**src/hw/rts_defs.svh**
```systemverilog
// constants for the reset timeout sequencer
`ifndef RTS_DEFS_SVH
`define RTS_DEFS_SVH

// timing, each time in its own unit
`define RTS_CLK_PERIOD_NS    100
`define RTS_SETTLE_TIME_US   72000
`define RTS_RC_PERIOD_NS     100000
`define RTS_BOR_MIN_TIME_NS  100000
`define RTS_RC_DIV_CYCLES    (`RTS_RC_PERIOD_NS / `RTS_CLK_PERIOD_NS)
`define RTS_SETTLE_TICKS     ((`RTS_SETTLE_TIME_US * 1000) / `RTS_RC_PERIOD_NS)
`define RTS_BOR_MIN_CYCLES   ((`RTS_BOR_MIN_TIME_NS + `RTS_CLK_PERIOD_NS - 1) / `RTS_CLK_PERIOD_NS)
`define RTS_OSC_SETTLE_EDGES 1024

// register offsets (byte addresses)
`define RTS_OFF_STATUS  8'h00
`define RTS_OFF_POWER_CONTROL_STATUS    8'h04
`define RTS_OFF_CTRL    8'h08
`define RTS_OFF_STATE   8'h0c
`define RTS_OFF_SCRATCH 8'h10

// field positions
`define RTS_BIT_EXPIRY  4
`define RTS_BIT_SLEEP   3
`define RTS_BIT_POR     1
`define RTS_BIT_BOR     0

// reset values and encodings
`define RTS_PIN_MIN_DEF 8'h0a
`define RTS_OSC_RC      2'h3
`define RTS_HTRANS_ACT  1

`endif

```
**src/hw/rts_pkg.sv**
```systemverilog
// types shared by the reset timeout sequencer
package rts_pkg;

  typedef enum logic [2:0] {
    RTS_POR, RTS_SETTLE, RTS_OSC, RTS_BOR_LOW, RTS_HOLD, RTS_RUN
  } rts_state_t;

  typedef enum logic [2:0] {
    RTS_K_POR, RTS_K_PIN_RUN, RTS_K_PIN_SLEEP, RTS_K_WDT,
    RTS_K_WDT_WAKE, RTS_K_BOR, RTS_K_IRQ_WAKE
  } rts_kind_t;

  typedef enum logic [2:0] {
    RTS_R_STATUS, RTS_R_POWER_CONTROL_STATUS, RTS_R_CTRL, RTS_R_STATE, RTS_R_SCRATCH,
    RTS_R_NONE
  } rts_reg_t;

endpackage

```
**src/hw/rts_sequencer.sv**
```systemverilog
// reset cause tracking and time-out sequencing with an ahb-lite slave
//
// Chosen here: the AHB-Lite slave port and the register offsets.
`timescale 1ns/1ns
`include "rts_defs.svh"

// How it works
// seven reset kinds are told apart and reported
// watchdog wake from sleep resumes without a reset-state load
// scratch word is never reset, kept across all resets
// the external reset pin is input only, never driven
// external reset lows shorter than minimum width are ignored
// supply-settle timer runs on rc ticks about 72 ms holding reset
// then 1024 oscillator input edges are counted before release
// oscillator count only in crystal modes, on power-on or wake
// supply low for the brown-out time while enabled resets device
// after brown-out wait for supply, then a full settle period
// supply dip during settle clears timer and restarts brown-out
// brown-out enable forces the settle timer on
// power-on runs settle first, then oscillator count, then release
// rc mode without settle timer, or rc wake, has no delay
// pin held low past time-outs: run starts as pin rises
// brown-out flag set by software, cleared by brown-out reset
// power-on flag cleared by power-on only
// power-on sets expiry and sleep-entry flags
// expiry and sleep-entry flags follow the reset kind table
// settle enable configuration bit is active low
// brown-out enable configuration bit is active high
// oscillator select 11 rc, 10 fast, 01 standard, 00 low power
// pin is synchronised and qualified by a programmable width
module rts_sequencer #(
  parameter int unsigned P_RC_DIV       = `RTS_RC_DIV_CYCLES,
  parameter int unsigned P_SETTLE_TICKS = `RTS_SETTLE_TICKS
) (
  // clock and reset
  input  wire logic        i_clock,
  input  wire logic        i_nrst,
  // ahb-lite slave
  input  wire logic        i_hsel,
  input  wire logic [31:0] i_haddr,
  input  wire logic [1:0]  i_htrans,
  input  wire logic        i_hwrite,
  input  wire logic [2:0]  i_hsize,
  input  wire logic        i_hready,
  input  wire logic [31:0] i_hwdata,
  output logic      [31:0] o_hrdata,
  output logic             o_hreadyout,
  output logic             o_hresp,
  // pins and detectors (asynchronous)
  input  wire logic        i_ext_reset_n,
  input  wire logic        i_supply_ok,
  input  wire logic        i_osc_in,
  // core side (same clock)
  input  wire logic        i_watchdog_expire,
  input  wire logic        i_sleep,
  input  wire logic        i_wake_irq,
  // configuration bits
  input  wire logic        i_supply_settle_enable_n,
  input  wire logic        i_brownout_enable,
  input  wire logic [1:0]  i_osc_select,
  // sequencer outputs
  output logic             o_core_hold,
  output logic             o_load_reset,
  output logic             o_resume,
  output logic      [2:0]  o_reset_kind
);

  ////////////////////////////////////////////////////////////////////////
  // declarations

  rts_pkg::rts_state_t state_q, state_d;
  rts_pkg::rts_kind_t  kind_q;
  rts_pkg::rts_reg_t   wr_sel_q, rd_sel_q;
  logic        wr_pend_q, rd_pend_q;
  logic        hready_q, hresp_q;
  logic [31:0] hrdata_q;
  logic [7:0]  pin_min_q;
  logic [31:0] scratch_q;
  logic        expiry_q, sleep_q, por_q, bor_q;
  logic        hold_q, load_q, resume_q;
  logic        pin_lvl_n, pin_act, vdd_ok_s, vdd_low_act;
  logic        osc_s1_q, osc_s2_q, osc_s3_q, osc_edge;
  logic [15:0] rc_div_q, settle_cnt_q;
  logic [9:0]  osc_cnt_q;
  logic        rc_tick, settle_done, osc_done;
  logic        settle_en, bor_en, crystal;
  logic        bor_evt, pin_evt, wdt_evt, irq_evt, addr_ok;

  ////////////////////////////////////////////////////////////////////////
  // configuration decode

  assign bor_en    = i_brownout_enable;
  assign settle_en = !i_supply_settle_enable_n || bor_en;
  assign crystal   = i_osc_select != `RTS_OSC_RC;

  // offset decode, shared by read and write paths
  function automatic rts_pkg::rts_reg_t rts_decode(input logic [7:0] a);
    if (a == `RTS_OFF_STATUS)       rts_decode = rts_pkg::RTS_R_STATUS;
    else if (a == `RTS_OFF_POWER_CONTROL_STATUS)    rts_decode = rts_pkg::RTS_R_POWER_CONTROL_STATUS;
    else if (a == `RTS_OFF_CTRL)    rts_decode = rts_pkg::RTS_R_CTRL;
    else if (a == `RTS_OFF_STATE)   rts_decode = rts_pkg::RTS_R_STATE;
    else if (a == `RTS_OFF_SCRATCH) rts_decode = rts_pkg::RTS_R_SCRATCH;
    else                            rts_decode = rts_pkg::RTS_R_NONE;
  endfunction

  ////////////////////////////////////////////////////////////////////////
  // input qualification

  // pin is sampled only; no output path exists toward it
  rts_glitch_filter u_pin_filter (
    .i_clock     (i_clock),
    .i_nrst      (i_nrst),
    .i_line_n    (i_ext_reset_n),
    .i_min_width ({8'h00, pin_min_q}),
    .o_level_n_q (pin_lvl_n),
    .o_act_q     (pin_act)
  );

  // supply low must last the brown-out time before it trips
  rts_glitch_filter u_vdd_filter (
    .i_clock     (i_clock),
    .i_nrst      (i_nrst),
    .i_line_n    (i_supply_ok),
    .i_min_width (16'(`RTS_BOR_MIN_CYCLES - 1)),
    .o_level_n_q (vdd_ok_s),
    .o_act_q     (vdd_low_act)
  );

  // oscillator input: two sync flops, third for edge detect
  // limitation: oscillator must run below half the system clock
  always_ff @(posedge i_clock) begin
    if (!i_nrst) begin
      osc_s1_q <= 1'b0;
      osc_s2_q <= 1'b0;
      osc_s3_q <= 1'b0;
    end else begin
      osc_s1_q <= i_osc_in;
      osc_s2_q <= osc_s1_q;
      osc_s3_q <= osc_s2_q;
    end
  end
  assign osc_edge = osc_s2_q && !osc_s3_q;

  ////////////////////////////////////////////////////////////////////////
  // timers

  // free-running rc tick, stands in for the internal rc oscillator
  always_ff @(posedge i_clock) begin
    if (!i_nrst || rc_tick) rc_div_q <= 16'h0000;
    else                    rc_div_q <= rc_div_q + 16'h0001;
  end
  assign rc_tick = rc_div_q == 16'(P_RC_DIV - 1);

  // settle timer cleared whenever it is not running
  always_ff @(posedge i_clock) begin
    if (!i_nrst || state_q != rts_pkg::RTS_SETTLE) begin
      settle_cnt_q <= 16'h0000;
    end else if (rc_tick) begin
      settle_cnt_q <= settle_cnt_q + 16'h0001;
    end
  end
  assign settle_done = rc_tick
                    && settle_cnt_q == 16'(P_SETTLE_TICKS - 1);

  // oscillator settle edge counter
  always_ff @(posedge i_clock) begin
    if (!i_nrst || state_q != rts_pkg::RTS_OSC) begin
      osc_cnt_q <= 10'h000;
    end else if (osc_edge) begin
      osc_cnt_q <= osc_cnt_q + 10'h001;
    end
  end
  assign osc_done = osc_edge
                 && osc_cnt_q == 10'(`RTS_OSC_SETTLE_EDGES - 1);

  ////////////////////////////////////////////////////////////////////////
  // reset events, brown-out first, then pin, then watchdog

  assign bor_evt = bor_en && vdd_low_act
                && state_q != rts_pkg::RTS_BOR_LOW
                && state_q != rts_pkg::RTS_POR;
  assign pin_evt = !bor_evt && pin_act && state_q == rts_pkg::RTS_RUN;
  assign wdt_evt = !bor_evt && !pin_evt && i_watchdog_expire
                && state_q == rts_pkg::RTS_RUN;
  assign irq_evt = !bor_evt && !pin_evt && !wdt_evt && i_wake_irq
                && i_sleep && state_q == rts_pkg::RTS_RUN;

  ////////////////////////////////////////////////////////////////////////
  // sequencer state machine

  always_comb begin
    state_d = state_q;
    case (state_q)
      rts_pkg::RTS_POR: begin
        if (settle_en)    state_d = rts_pkg::RTS_SETTLE;
        else if (crystal) state_d = rts_pkg::RTS_OSC;
        else              state_d = rts_pkg::RTS_HOLD;
      end
      rts_pkg::RTS_SETTLE: begin
        if (bor_en && !vdd_ok_s) state_d = rts_pkg::RTS_BOR_LOW;
        else if (settle_done) begin
          if (crystal && kind_q == rts_pkg::RTS_K_POR)
            state_d = rts_pkg::RTS_OSC;
          else
            state_d = rts_pkg::RTS_HOLD;
        end
      end
      rts_pkg::RTS_OSC: begin
        if (osc_done) state_d = rts_pkg::RTS_HOLD;
      end
      rts_pkg::RTS_BOR_LOW: begin
        if (vdd_ok_s) state_d = rts_pkg::RTS_SETTLE;
      end
      rts_pkg::RTS_HOLD: begin
        if (!pin_act) state_d = rts_pkg::RTS_RUN;
      end
      default: begin
        if (wdt_evt && i_sleep) begin
          state_d = crystal ? rts_pkg::RTS_OSC : rts_pkg::RTS_RUN;
        end else if (irq_evt) begin
          state_d = crystal ? rts_pkg::RTS_OSC : rts_pkg::RTS_RUN;
        end else if (pin_evt || wdt_evt) begin
          state_d = rts_pkg::RTS_HOLD;
        end
      end
    endcase
    if (bor_evt) state_d = rts_pkg::RTS_BOR_LOW;
  end

  always_ff @(posedge i_clock) begin
    if (!i_nrst) state_q <= rts_pkg::RTS_POR;
    else         state_q <= state_d;
  end

  // reset kind record
  always_ff @(posedge i_clock) begin
    if (!i_nrst) begin
      kind_q <= rts_pkg::RTS_K_POR;
    end else if (bor_evt) begin
      kind_q <= rts_pkg::RTS_K_BOR;
    end else if (pin_evt) begin
      kind_q <= i_sleep ? rts_pkg::RTS_K_PIN_SLEEP : rts_pkg::RTS_K_PIN_RUN;
    end else if (wdt_evt) begin
      kind_q <= i_sleep ? rts_pkg::RTS_K_WDT_WAKE : rts_pkg::RTS_K_WDT;
    end else if (irq_evt) begin
      kind_q <= rts_pkg::RTS_K_IRQ_WAKE;
    end
  end

  // outputs registered from next state so they align with state_q
  always_ff @(posedge i_clock) begin
    if (!i_nrst) begin
      hold_q   <= 1'b1;
      load_q   <= 1'b1;
      resume_q <= 1'b0;
    end else begin
      hold_q   <= state_d != rts_pkg::RTS_RUN;
      load_q   <= bor_evt || pin_evt || (wdt_evt && !i_sleep);
      // rc wake stays in run, so it still needs its own resume pulse
      resume_q <= (state_d == rts_pkg::RTS_RUN
               && state_q != rts_pkg::RTS_RUN)
               || (((wdt_evt && i_sleep) || irq_evt) && !crystal);
    end
  end

  ////////////////////////////////////////////////////////////////////////
  // cause flags; hardware updates are applied after the software write

  always_ff @(posedge i_clock) begin
    if (!i_nrst) begin
      expiry_q <= 1'b1;
      sleep_q  <= 1'b1;
      por_q    <= 1'b0;
      bor_q    <= 1'b0;
    end else begin
      if (wr_pend_q && wr_sel_q == rts_pkg::RTS_R_POWER_CONTROL_STATUS) begin
        por_q <= i_hwdata[`RTS_BIT_POR];
        bor_q <= i_hwdata[`RTS_BIT_BOR];
      end
      if (bor_evt) begin
        expiry_q <= 1'b1;
        sleep_q  <= 1'b1;
        bor_q    <= 1'b0;
      end else if (wdt_evt) begin
        expiry_q <= 1'b0;
        sleep_q  <= !i_sleep;
      end else if (irq_evt || (pin_evt && i_sleep)) begin
        expiry_q <= 1'b1;
        sleep_q  <= 1'b0;
      end
    end
  end

  ////////////////////////////////////////////////////////////////////////
  // ahb-lite slave: writes zero-wait, reads one wait state

  assign addr_ok = i_hsel && i_hready && i_htrans[`RTS_HTRANS_ACT];

  always_ff @(posedge i_clock) begin
    if (!i_nrst) begin
      wr_pend_q <= 1'b0;
      rd_pend_q <= 1'b0;
      wr_sel_q  <= rts_pkg::RTS_R_NONE;
      rd_sel_q  <= rts_pkg::RTS_R_NONE;
      hready_q  <= 1'b1;
      hresp_q   <= 1'b0;
    end else begin
      wr_pend_q <= addr_ok && i_hwrite;
      rd_pend_q <= addr_ok && !i_hwrite;
      hready_q  <= !(addr_ok && !i_hwrite);
      if (addr_ok) begin
        wr_sel_q <= rts_decode(i_haddr[7:0]);
        rd_sel_q <= rts_decode(i_haddr[7:0]);
      end
    end
  end

  // read mux one cycle late so a preceding write is already visible
  always_ff @(posedge i_clock) begin
    if (!i_nrst) begin
      hrdata_q <= 32'h0000_0000;
    end else if (rd_pend_q) begin
      hrdata_q <= 32'h0000_0000;
      if (rd_sel_q == rts_pkg::RTS_R_STATUS) begin
        hrdata_q[`RTS_BIT_EXPIRY] <= expiry_q;
        hrdata_q[`RTS_BIT_SLEEP]  <= sleep_q;
      end else if (rd_sel_q == rts_pkg::RTS_R_POWER_CONTROL_STATUS) begin
        hrdata_q[`RTS_BIT_POR] <= por_q;
        hrdata_q[`RTS_BIT_BOR] <= bor_q;
      end else if (rd_sel_q == rts_pkg::RTS_R_CTRL) begin
        hrdata_q[7:0] <= pin_min_q;
      end else if (rd_sel_q == rts_pkg::RTS_R_STATE) begin
        hrdata_q[6:0] <= {hold_q, kind_q, state_q};
      end else if (rd_sel_q == rts_pkg::RTS_R_SCRATCH) begin
        hrdata_q <= scratch_q;
      end
    end
  end

  // pin qualifying width, software steered
  always_ff @(posedge i_clock) begin
    if (!i_nrst) begin
      pin_min_q <= `RTS_PIN_MIN_DEF;
    end else if (wr_pend_q && wr_sel_q == rts_pkg::RTS_R_CTRL) begin
      pin_min_q <= i_hwdata[7:0];
    end
  end

  // survives every reset; unknown until first written
  always_ff @(posedge i_clock) begin
    if (wr_pend_q && wr_sel_q == rts_pkg::RTS_R_SCRATCH) begin
      scratch_q <= i_hwdata;
    end
  end

  assign o_hrdata     = hrdata_q;
  assign o_hreadyout  = hready_q;
  assign o_hresp      = hresp_q;
  assign o_core_hold  = hold_q;
  assign o_load_reset = load_q;
  assign o_resume     = resume_q;
  assign o_reset_kind = kind_q;
endmodule

```
**src/hw/rts_glitch_filter.sv**
```systemverilog
// two-flop synchroniser plus minimum-low-width qualifier
`timescale 1ns/1ns
module rts_glitch_filter (
  // clock and reset
  input  wire logic        i_clock,
  input  wire logic        i_nrst,
  // raw active-low line and qualifying width
  input  wire logic        i_line_n,
  input  wire logic [15:0] i_min_width,
  // synced level and qualified low
  output logic             o_level_n_q,
  output logic             o_act_q
);

  logic        s1_q;
  logic [15:0] cnt_q;

  // s1 feeds only the second flop
  always_ff @(posedge i_clock) begin
    if (!i_nrst) begin
      s1_q        <= 1'b1;
      o_level_n_q <= 1'b1;
    end else begin
      s1_q        <= i_line_n;
      o_level_n_q <= s1_q;
    end
  end

  // short lows never reach the counter threshold
  always_ff @(posedge i_clock) begin
    if (!i_nrst || o_level_n_q) begin
      cnt_q   <= 16'h0000;
      o_act_q <= 1'b0;
    end else begin
      if (cnt_q != 16'hffff) cnt_q <= cnt_q + 16'h0001;
      if (cnt_q >= i_min_width) o_act_q <= 1'b1;
    end
  end

endmodule

```
**config.mk**
```make
export PLATFORM = sky130hd
export DESIGN_NAME = rts_sequencer
export DESIGN_NICKNAME = d
export VERILOG_FILES = /design/src/hw/rts_pkg.sv /design/src/hw/rts_sequencer.sv /design/src/hw/rts_glitch_filter.sv
export VERILOG_INCLUDE_DIRS = /design/src /design/src/hw
export SDC_FILE = /design/constraint.sdc
export NUM_CORES = 1
export LEC_CHECK = 0
export BUFFER_PORTS_ARGS = -buffer_cell sky130_fd_sc_hd__buf_2
export CAP_MARGIN = 20
export CELL_PAD_IN_SITES_DETAIL_PLACEMENT = 1
export CELL_PAD_IN_SITES_GLOBAL_PLACEMENT = 1
export CORE_AREA = 2 2 135 137
export DETAILED_ROUTE_END_ITERATION = 10
export DIE_AREA = 0 0 137 139
export HOLD_SLACK_MARGIN = 0.03
export PLACE_DENSITY_LB_ADDON = 0.1
export REMOVE_ABC_BUFFERS = 1
export SYNTH_ARGS = -nofsm -noshare
export SYNTH_HDL_FRONTEND = slang
export SYNTH_SLANG_ARGS = --single-unit
```
**constraint.sdc**
```tcl
create_clock -name i_clock -period 4.9 [get_ports i_clock]
set_input_delay 0 -clock i_clock [delete_from_list [all_inputs] [get_ports i_clock]]
set_output_delay 0 -clock i_clock [all_outputs]
set_load 0.01 [all_outputs]
```
# Word-level counts from Yosys, hierarchy flattened
# Cells that the tools add are included.
# W data, S select, Z words.
# word_totals
output_inout_bits,40
register_bits,174
input_bits,84
word_cells,170
# classes
addsub,5
n_eq_ne,25
n_reduce_logical,61
bitwise_logic,1
magnitude_cmp,2
muxes,45
# ops
operator,n
$mux W32,7
$mux W3,23
$add A16 B1 Y16 const B,4
$eq A16 B10 Y1 const B,2
$ne A16 B16 Y1 const B,2
$mux W30,1
$logic_and A1 B1 Y1,29
$mux W27,1
$mux W25,1
$mux W24,1
$eq A8 B4 Y1 const B,2
$ge A16 B10 Y1 const B,1
$ge A16 B8 Y1,1
$pmux W3 S5,1
$eq A3 B2 Y1 const B,4
$eq A3 B3 Y1 const B,4
$logic_or A1 B1 Y1,12
$logic_not A1 Y1,11
$add A10 B1 Y10 const B,1
$eq A10 B10 Y1 const B,1
$logic_not A3 Y1,3
$eq A8 B3 Y1 const B,1
$eq A8 B5 Y1 const B,1
$logic_not A8 Y1,1
other kinds (14),24

# Longest topological paths before layout
# logic_depth
ltp_word,22
mapped_depth,8
depth_no_buf,8

# By module
# From an unflattened synthesis, not the netlist that was laid out.
# hier_totals
hier_cells,882
area_unflattened_um2,8339.2
# modules_own_cells
mod,seq_area_each_um2,cells_per_inst,n_inst,area_per_inst_um2
rts_sequencer,3042.9,574,1,5741.8
rts_glitch_filter,380.4,154,2,1298.7

# Worst setup path before layout
# No wires, ideal clock.
# synth_timing
path_kind,reg2reg
from,register rc_div_q[0]
to,register resume_q (netlist: o_resume)
setup_time_ns,0.127
path_slack_ns,2.837
path_buffers,0
synth_period_minus_slack_ns,2.063
arrival_time_ns,1.935
stages_incl_launch_ff,8
cell_sequence,dfxtp_1 > ha_1 > nor4b_4 > nand4_4 > or4_4 > or2_1 > nand4_2 > mux2i_1
# synth_via
elab_chain_len,9
# synth_lines
item,line_no,text
"start, declared",rts_sequencer.sv:83,"logic [15:0] rc_div_q, settle_cnt_q;"
"start signal, assigned",rts_sequencer.sv:150,else rc_div_q <= rc_div_q + 16'h0001;
$eq A16 B10 Y1,rts_sequencer.sv:152,assign rc_tick = rc_div_q == 16'(P_RC_DIV - 1);
$logic_and A1 B1 Y1,rts_sequencer.sv:163,&& settle_cnt_q == 16'(P_SETTLE_TICKS - 1);
$mux W3,rts_sequencer.sv:201,else if (settle_done) begin
$mux W3,rts_sequencer.sv:200,if (bor_en && !vdd_ok_s) state_d = rts_pkg::RTS_BOR_LOW;
$pmux W3 S5,rts_sequencer.sv:193,case (state_q)
$mux W3,rts_sequencer.sv:227,if (bor_evt) state_d = rts_pkg::RTS_BOR_LOW;
$eq A3 B3 Y1,rts_sequencer.sv:260,resume_q <= (state_d == rts_pkg::RTS_RUN
$logic_and A1 B1 Y1,rts_sequencer.sv:261,&& state_q != rts_pkg::RTS_RUN)
$logic_or A1 B1 Y1,rts_sequencer.sv:262,|| (((wdt_evt && i_sleep) || irq_evt) && !crystal);
"end signal, assigned",rts_sequencer.sv:260,
"end, declared",rts_sequencer.sv:80,"logic hold_q, load_q, resume_q;"
# Every way passes these cells.
# A chain may end at the register's enable or synchronous reset.

# Final worst setup path
# layout_timing
from,register rd_sel_q[2]
to,register hrdata_q[27] (netlist: o_hrdata[27])
# layout_via
elab_chain_len,12
# layout_lines
item,line_no,text
"start, declared",rts_sequencer.sv:73,"rts_pkg::rts_reg_t wr_sel_q, rd_sel_q;"
"start signal, assigned",rts_sequencer.sv:304,rd_sel_q <= rts_pkg::RTS_R_NONE;
"start signal, assigned",rts_sequencer.sv:313,rd_sel_q <= rts_decode(i_haddr[7:0]);
$eq A3 B3 Y1,n/a,
$mux W32,rts_sequencer.sv:334,end else if (rd_sel_q == rts_pkg::RTS_R_SCRATCH) begin
$mux W32,rts_sequencer.sv:332,end else if (rd_sel_q == rts_pkg::RTS_R_STATE) begin
$mux W32,rts_sequencer.sv:330,end else if (rd_sel_q == rts_pkg::RTS_R_CTRL) begin
$mux W32,rts_sequencer.sv:327,end else if (rd_sel_q == rts_pkg::RTS_R_POWER_CONTROL_STATUS) begin
$mux W32,rts_sequencer.sv:324,if (rd_sel_q == rts_pkg::RTS_R_STATUS) begin
$mux W32,rts_sequencer.sv:322,end else if (rd_pend_q) begin
$mux W32,rts_sequencer.sv:320,if (!i_nrst) begin
$mux W25,rts_sequencer.sv:332,
$mux W24,rts_sequencer.sv:330,
$mux W30,rts_sequencer.sv:327,
$mux W27 *,rts_sequencer.sv:324,
"end signal, assigned by index",rts_sequencer.sv:325,hrdata_q[`RTS_BIT_EXPIRY] <= expiry_q;
"end signal, assigned by index",rts_sequencer.sv:326,hrdata_q[`RTS_BIT_SLEEP] <= sleep_q;
"end signal, assigned by index",rts_sequencer.sv:328,hrdata_q[`RTS_BIT_POR] <= por_q;
"end, declared",rts_sequencer.sv:76,logic [31:0] hrdata_q;
# Mark *: on every way between the ends. The rest lies on a longest branch, timed or not. The select of a mux whose other input is x is not followed.

==> results.toml <==
[outcome]
outcome = "finished, final reports clean"

[clock_tree]
insertion_delay_ns = 0.43
clk_path_buf_depth = 2
post-cts-setup-buffers = 0
cts_sinks = 174
cts_root_buf = "clkbuf_16"
clk_pin_slew_ns = 0.07
numCtsBuffers = 17
cts_resized = 0
cts_tree = "done"
cts_max_level = 4

[critical_path]
r2r_start = "rd_sel_q[2]$_SDFFE_PN1P_"
reg2regPathDepth = 4
cp-start-kind = "register"
critical_path_required_ns = 5.26
cp_max_fo = 24
critical_path_class = "register to register"
cp_data_arrival_time_ns = 2.76
crit_path_end_kind = "register"
r2r_end = "o_hrdata[27]$_SDFFE_PN0P_"
reg2reg_slack_ns = 2.50

[finish]
fin_cells = 1170
final_cell_mix = "dfxtp_1 (142), nor2_1 (124), buf_2 (94), nand2_1 (60), a21oi_1 (59)"
fillCellCount = 2038
syn_to_final_growth_pct = 23.40
nNetsFinal = 1024
multi_input_area_um2 = 3398
final_area_um2 = 9133
seq_area_um2 = 3804
layout_commonest_cell = "dfxtp_1"
drive_gt1_frac = 0.1532
utilization = 0.5172

[synth]
synth-seq-cells = 174
syn_inst = 790
synth-edff-count = 32
netlist-cell-type-count = 66
netlist_area_um2 = 7401
synth_ff_type = "dfxtp_1"
yosys_warnings = 0
synth.yosys.seq_area_share = 0.5139
synthArstFlopShare = 0
syn_avg_cell_area_um2 = 9.368

[placed_design]
place_inst = 1082
place_hpwl_mm = 13.09
placement.cell_area_um2 = 8041
gp_congestion = 0.7991
portBuffers = 94
post-place-ws_ns = 2.468

[timing]
setup_ws_ns = 2.499
worstMarginPinSlew_ns = 1.045
final.setup.tns_ns = 0
fin_skew_ns = 0.007195
hold_viol = 0
rsz0062_at_grt = "no"
whs_ns = 0.04720
setup_viol = 0
worst_slew_margin_rel = 0.3034
fmax_ghz = 0.4164
maxSlewViolCount = 0
finalCritPeriodShare = 0.4901
min_period_ns = 2.401

[floorplan]
io_pins = 124
die_area_um2 = 19040
core_area_um2 = 17660
start_util = 0.4191
num_rows = 49
die_x_um = 137
die_h_um = 139

[global_routing]
grt_pass1_wl_mm = 31.91
grt_use_total = 0.2097
antenna_found_initial = 0
grt-ovfl-total = 0
grt_pass1_vias = 6511
grt_max_degree = 46

[power]
p_clk_frac = 0.435
switching_share = 0.2413
ir_worst_vdd_v = 0.0002533
power.internal_mw = 2.197
pwr-share-seq = 0.513
p_leak_nw = 3.523
total_power_mw = 2.896
power_density_nw_per_um2 = 317.2
p_switching_mw = 0.6990
combinationalPowerShare = 0.051

[route]
wirelength_mm = 19.70
dr.pass1.iters = 4
drc_errors = 0
viasPerCell = 5.279
detail-route-antenna-nets = 0
drt_iter0_drc = 239
vias = 6177
wire_per_inst_um = 16.84

[hold_path]
hold_class = "input port to register"
min_delay_path_depth = 4
worst_hold_path.endpoint = "expiry_q$_SDFFE_PP1P_"
hold_path_startpoint = "i_watchdog_expire"

[flow_run]
drv_cap = 0
-- repair_timing --
item | CTS | global route
endpoints found under the hold margin | 57 | 0
endpoints found under the setup margin | 0 | 0
hold buffers | 54 | 0
-- state kept, by name (all words and copies together), names as in the netlist, 3 cells and up --
register	count
settle_cnt_q	16
pin_min_q	8
osc_cnt_q	10
u_pin_filter.cnt_q	16
o_reset_kind	3
rc_div_q	16
rd_sel_q	3
u_vdd_filter.cnt_q	16
o_hrdata	32
scratch_q	32
state_q	3
-- power by group through the flow --
stage	Combinational, mW	Clock [mW]	Sequential (mW)
CTS	0.147	1.29	1.49
finish	0.148	1.26	1.49
global placement	0.111	0	1.52
global route	0.164	1.35	1.49
detailed placement	0.116	0	1.52
floorplan	0.0611	0	1.51
-- critical path: stages (launching register included) --
cell	delay, ns
dfxtp_1	0.46
nor2b_1	0.56
and3b_1	0.95
a21oi_1	0.19
nor2_1	0.15
-- cells by family (layout without fill, tap and decap cells) --
group	after synthesis	after routing	share of synthesized area
other cells	1	2	0.0005067
simple gates	355	355	0.2506
flops	174	174	0.5139
xor+xnor	51	51	0.06036
mux	14	14	0.01910
fa+ha+maj	13	13	0.02198
compound gates	131	131	0.1067
buf+inv	51	201	0.02688
-- routing by layer --
metal	wire, um	vias up	track usage
met5	0	-	0
met4	322	0	0.07488
met3	817	24	0.04678
met2	9789	105	0.3637
met1	8774	3018	0.2524
li1	-	3030	-
-- area by class of cell --
class | instances | area share
sequential | 174 | 0.4165
tap | 229 | 0.03137
clock buffer | 18 | 0.04699
multi-input combinational | 565 | 0.3721
timing repair buffer | 151 | 0.1129
antenna | 1 | 0.0002740
inverter | 18 | 0.007398
clock inverter | 14 | 0.01247
-- worst max-delay path by stage --
stage / depth (start not counted) / to / startpoint
floorplan: 7 / o_resume$_SDFF_PN0_ / rc_div_q[0]$_SDFF_PP0_
global placement: 4 / o_hrdata[13]$_SDFFE_PN0P_ / rd_sel_q[2]$_SDFFE_PN1P_
detailed placement: 4 / o_hrdata[15]$_SDFFE_PN0P_ / rd_sel_q[2]$_SDFFE_PN1P_
CTS: 4 / o_hrdata[15]$_SDFFE_PN0P_ / rd_sel_q[2]$_SDFFE_PN1P_
global route: 4 / o_hrdata[10]$_SDFFE_PN0P_ / rd_sel_q[2]$_SDFFE_PN1P_
finish: 4 / o_hrdata[27]$_SDFFE_PN0P_ / rd_sel_q[2]$_SDFFE_PN1P_
-- cell usage after synthesis (12+ instances only) --
library cell	count	area, um^2
xor2_1	34	297.8
mux2i_1	13	130.1
o21ai_0	22	110.1
a21oi_1	59	295.3
nand3_1	27	135.1
nand2_1	60	225.2
nand4_1	12	75.07
nor2_1	124	465.5
clkbuf_1	30	112.6
inv_1	17	63.81
dfxtp_1	142	2843
nor3_1	12	60.06
nor2b_1	34	212.7
xnor2_1	17	148.9
and3_1	17	106.4
ha_1	13	162.7
edfxtp_1	32	960.9
Power figures use the tool's default switching activity.
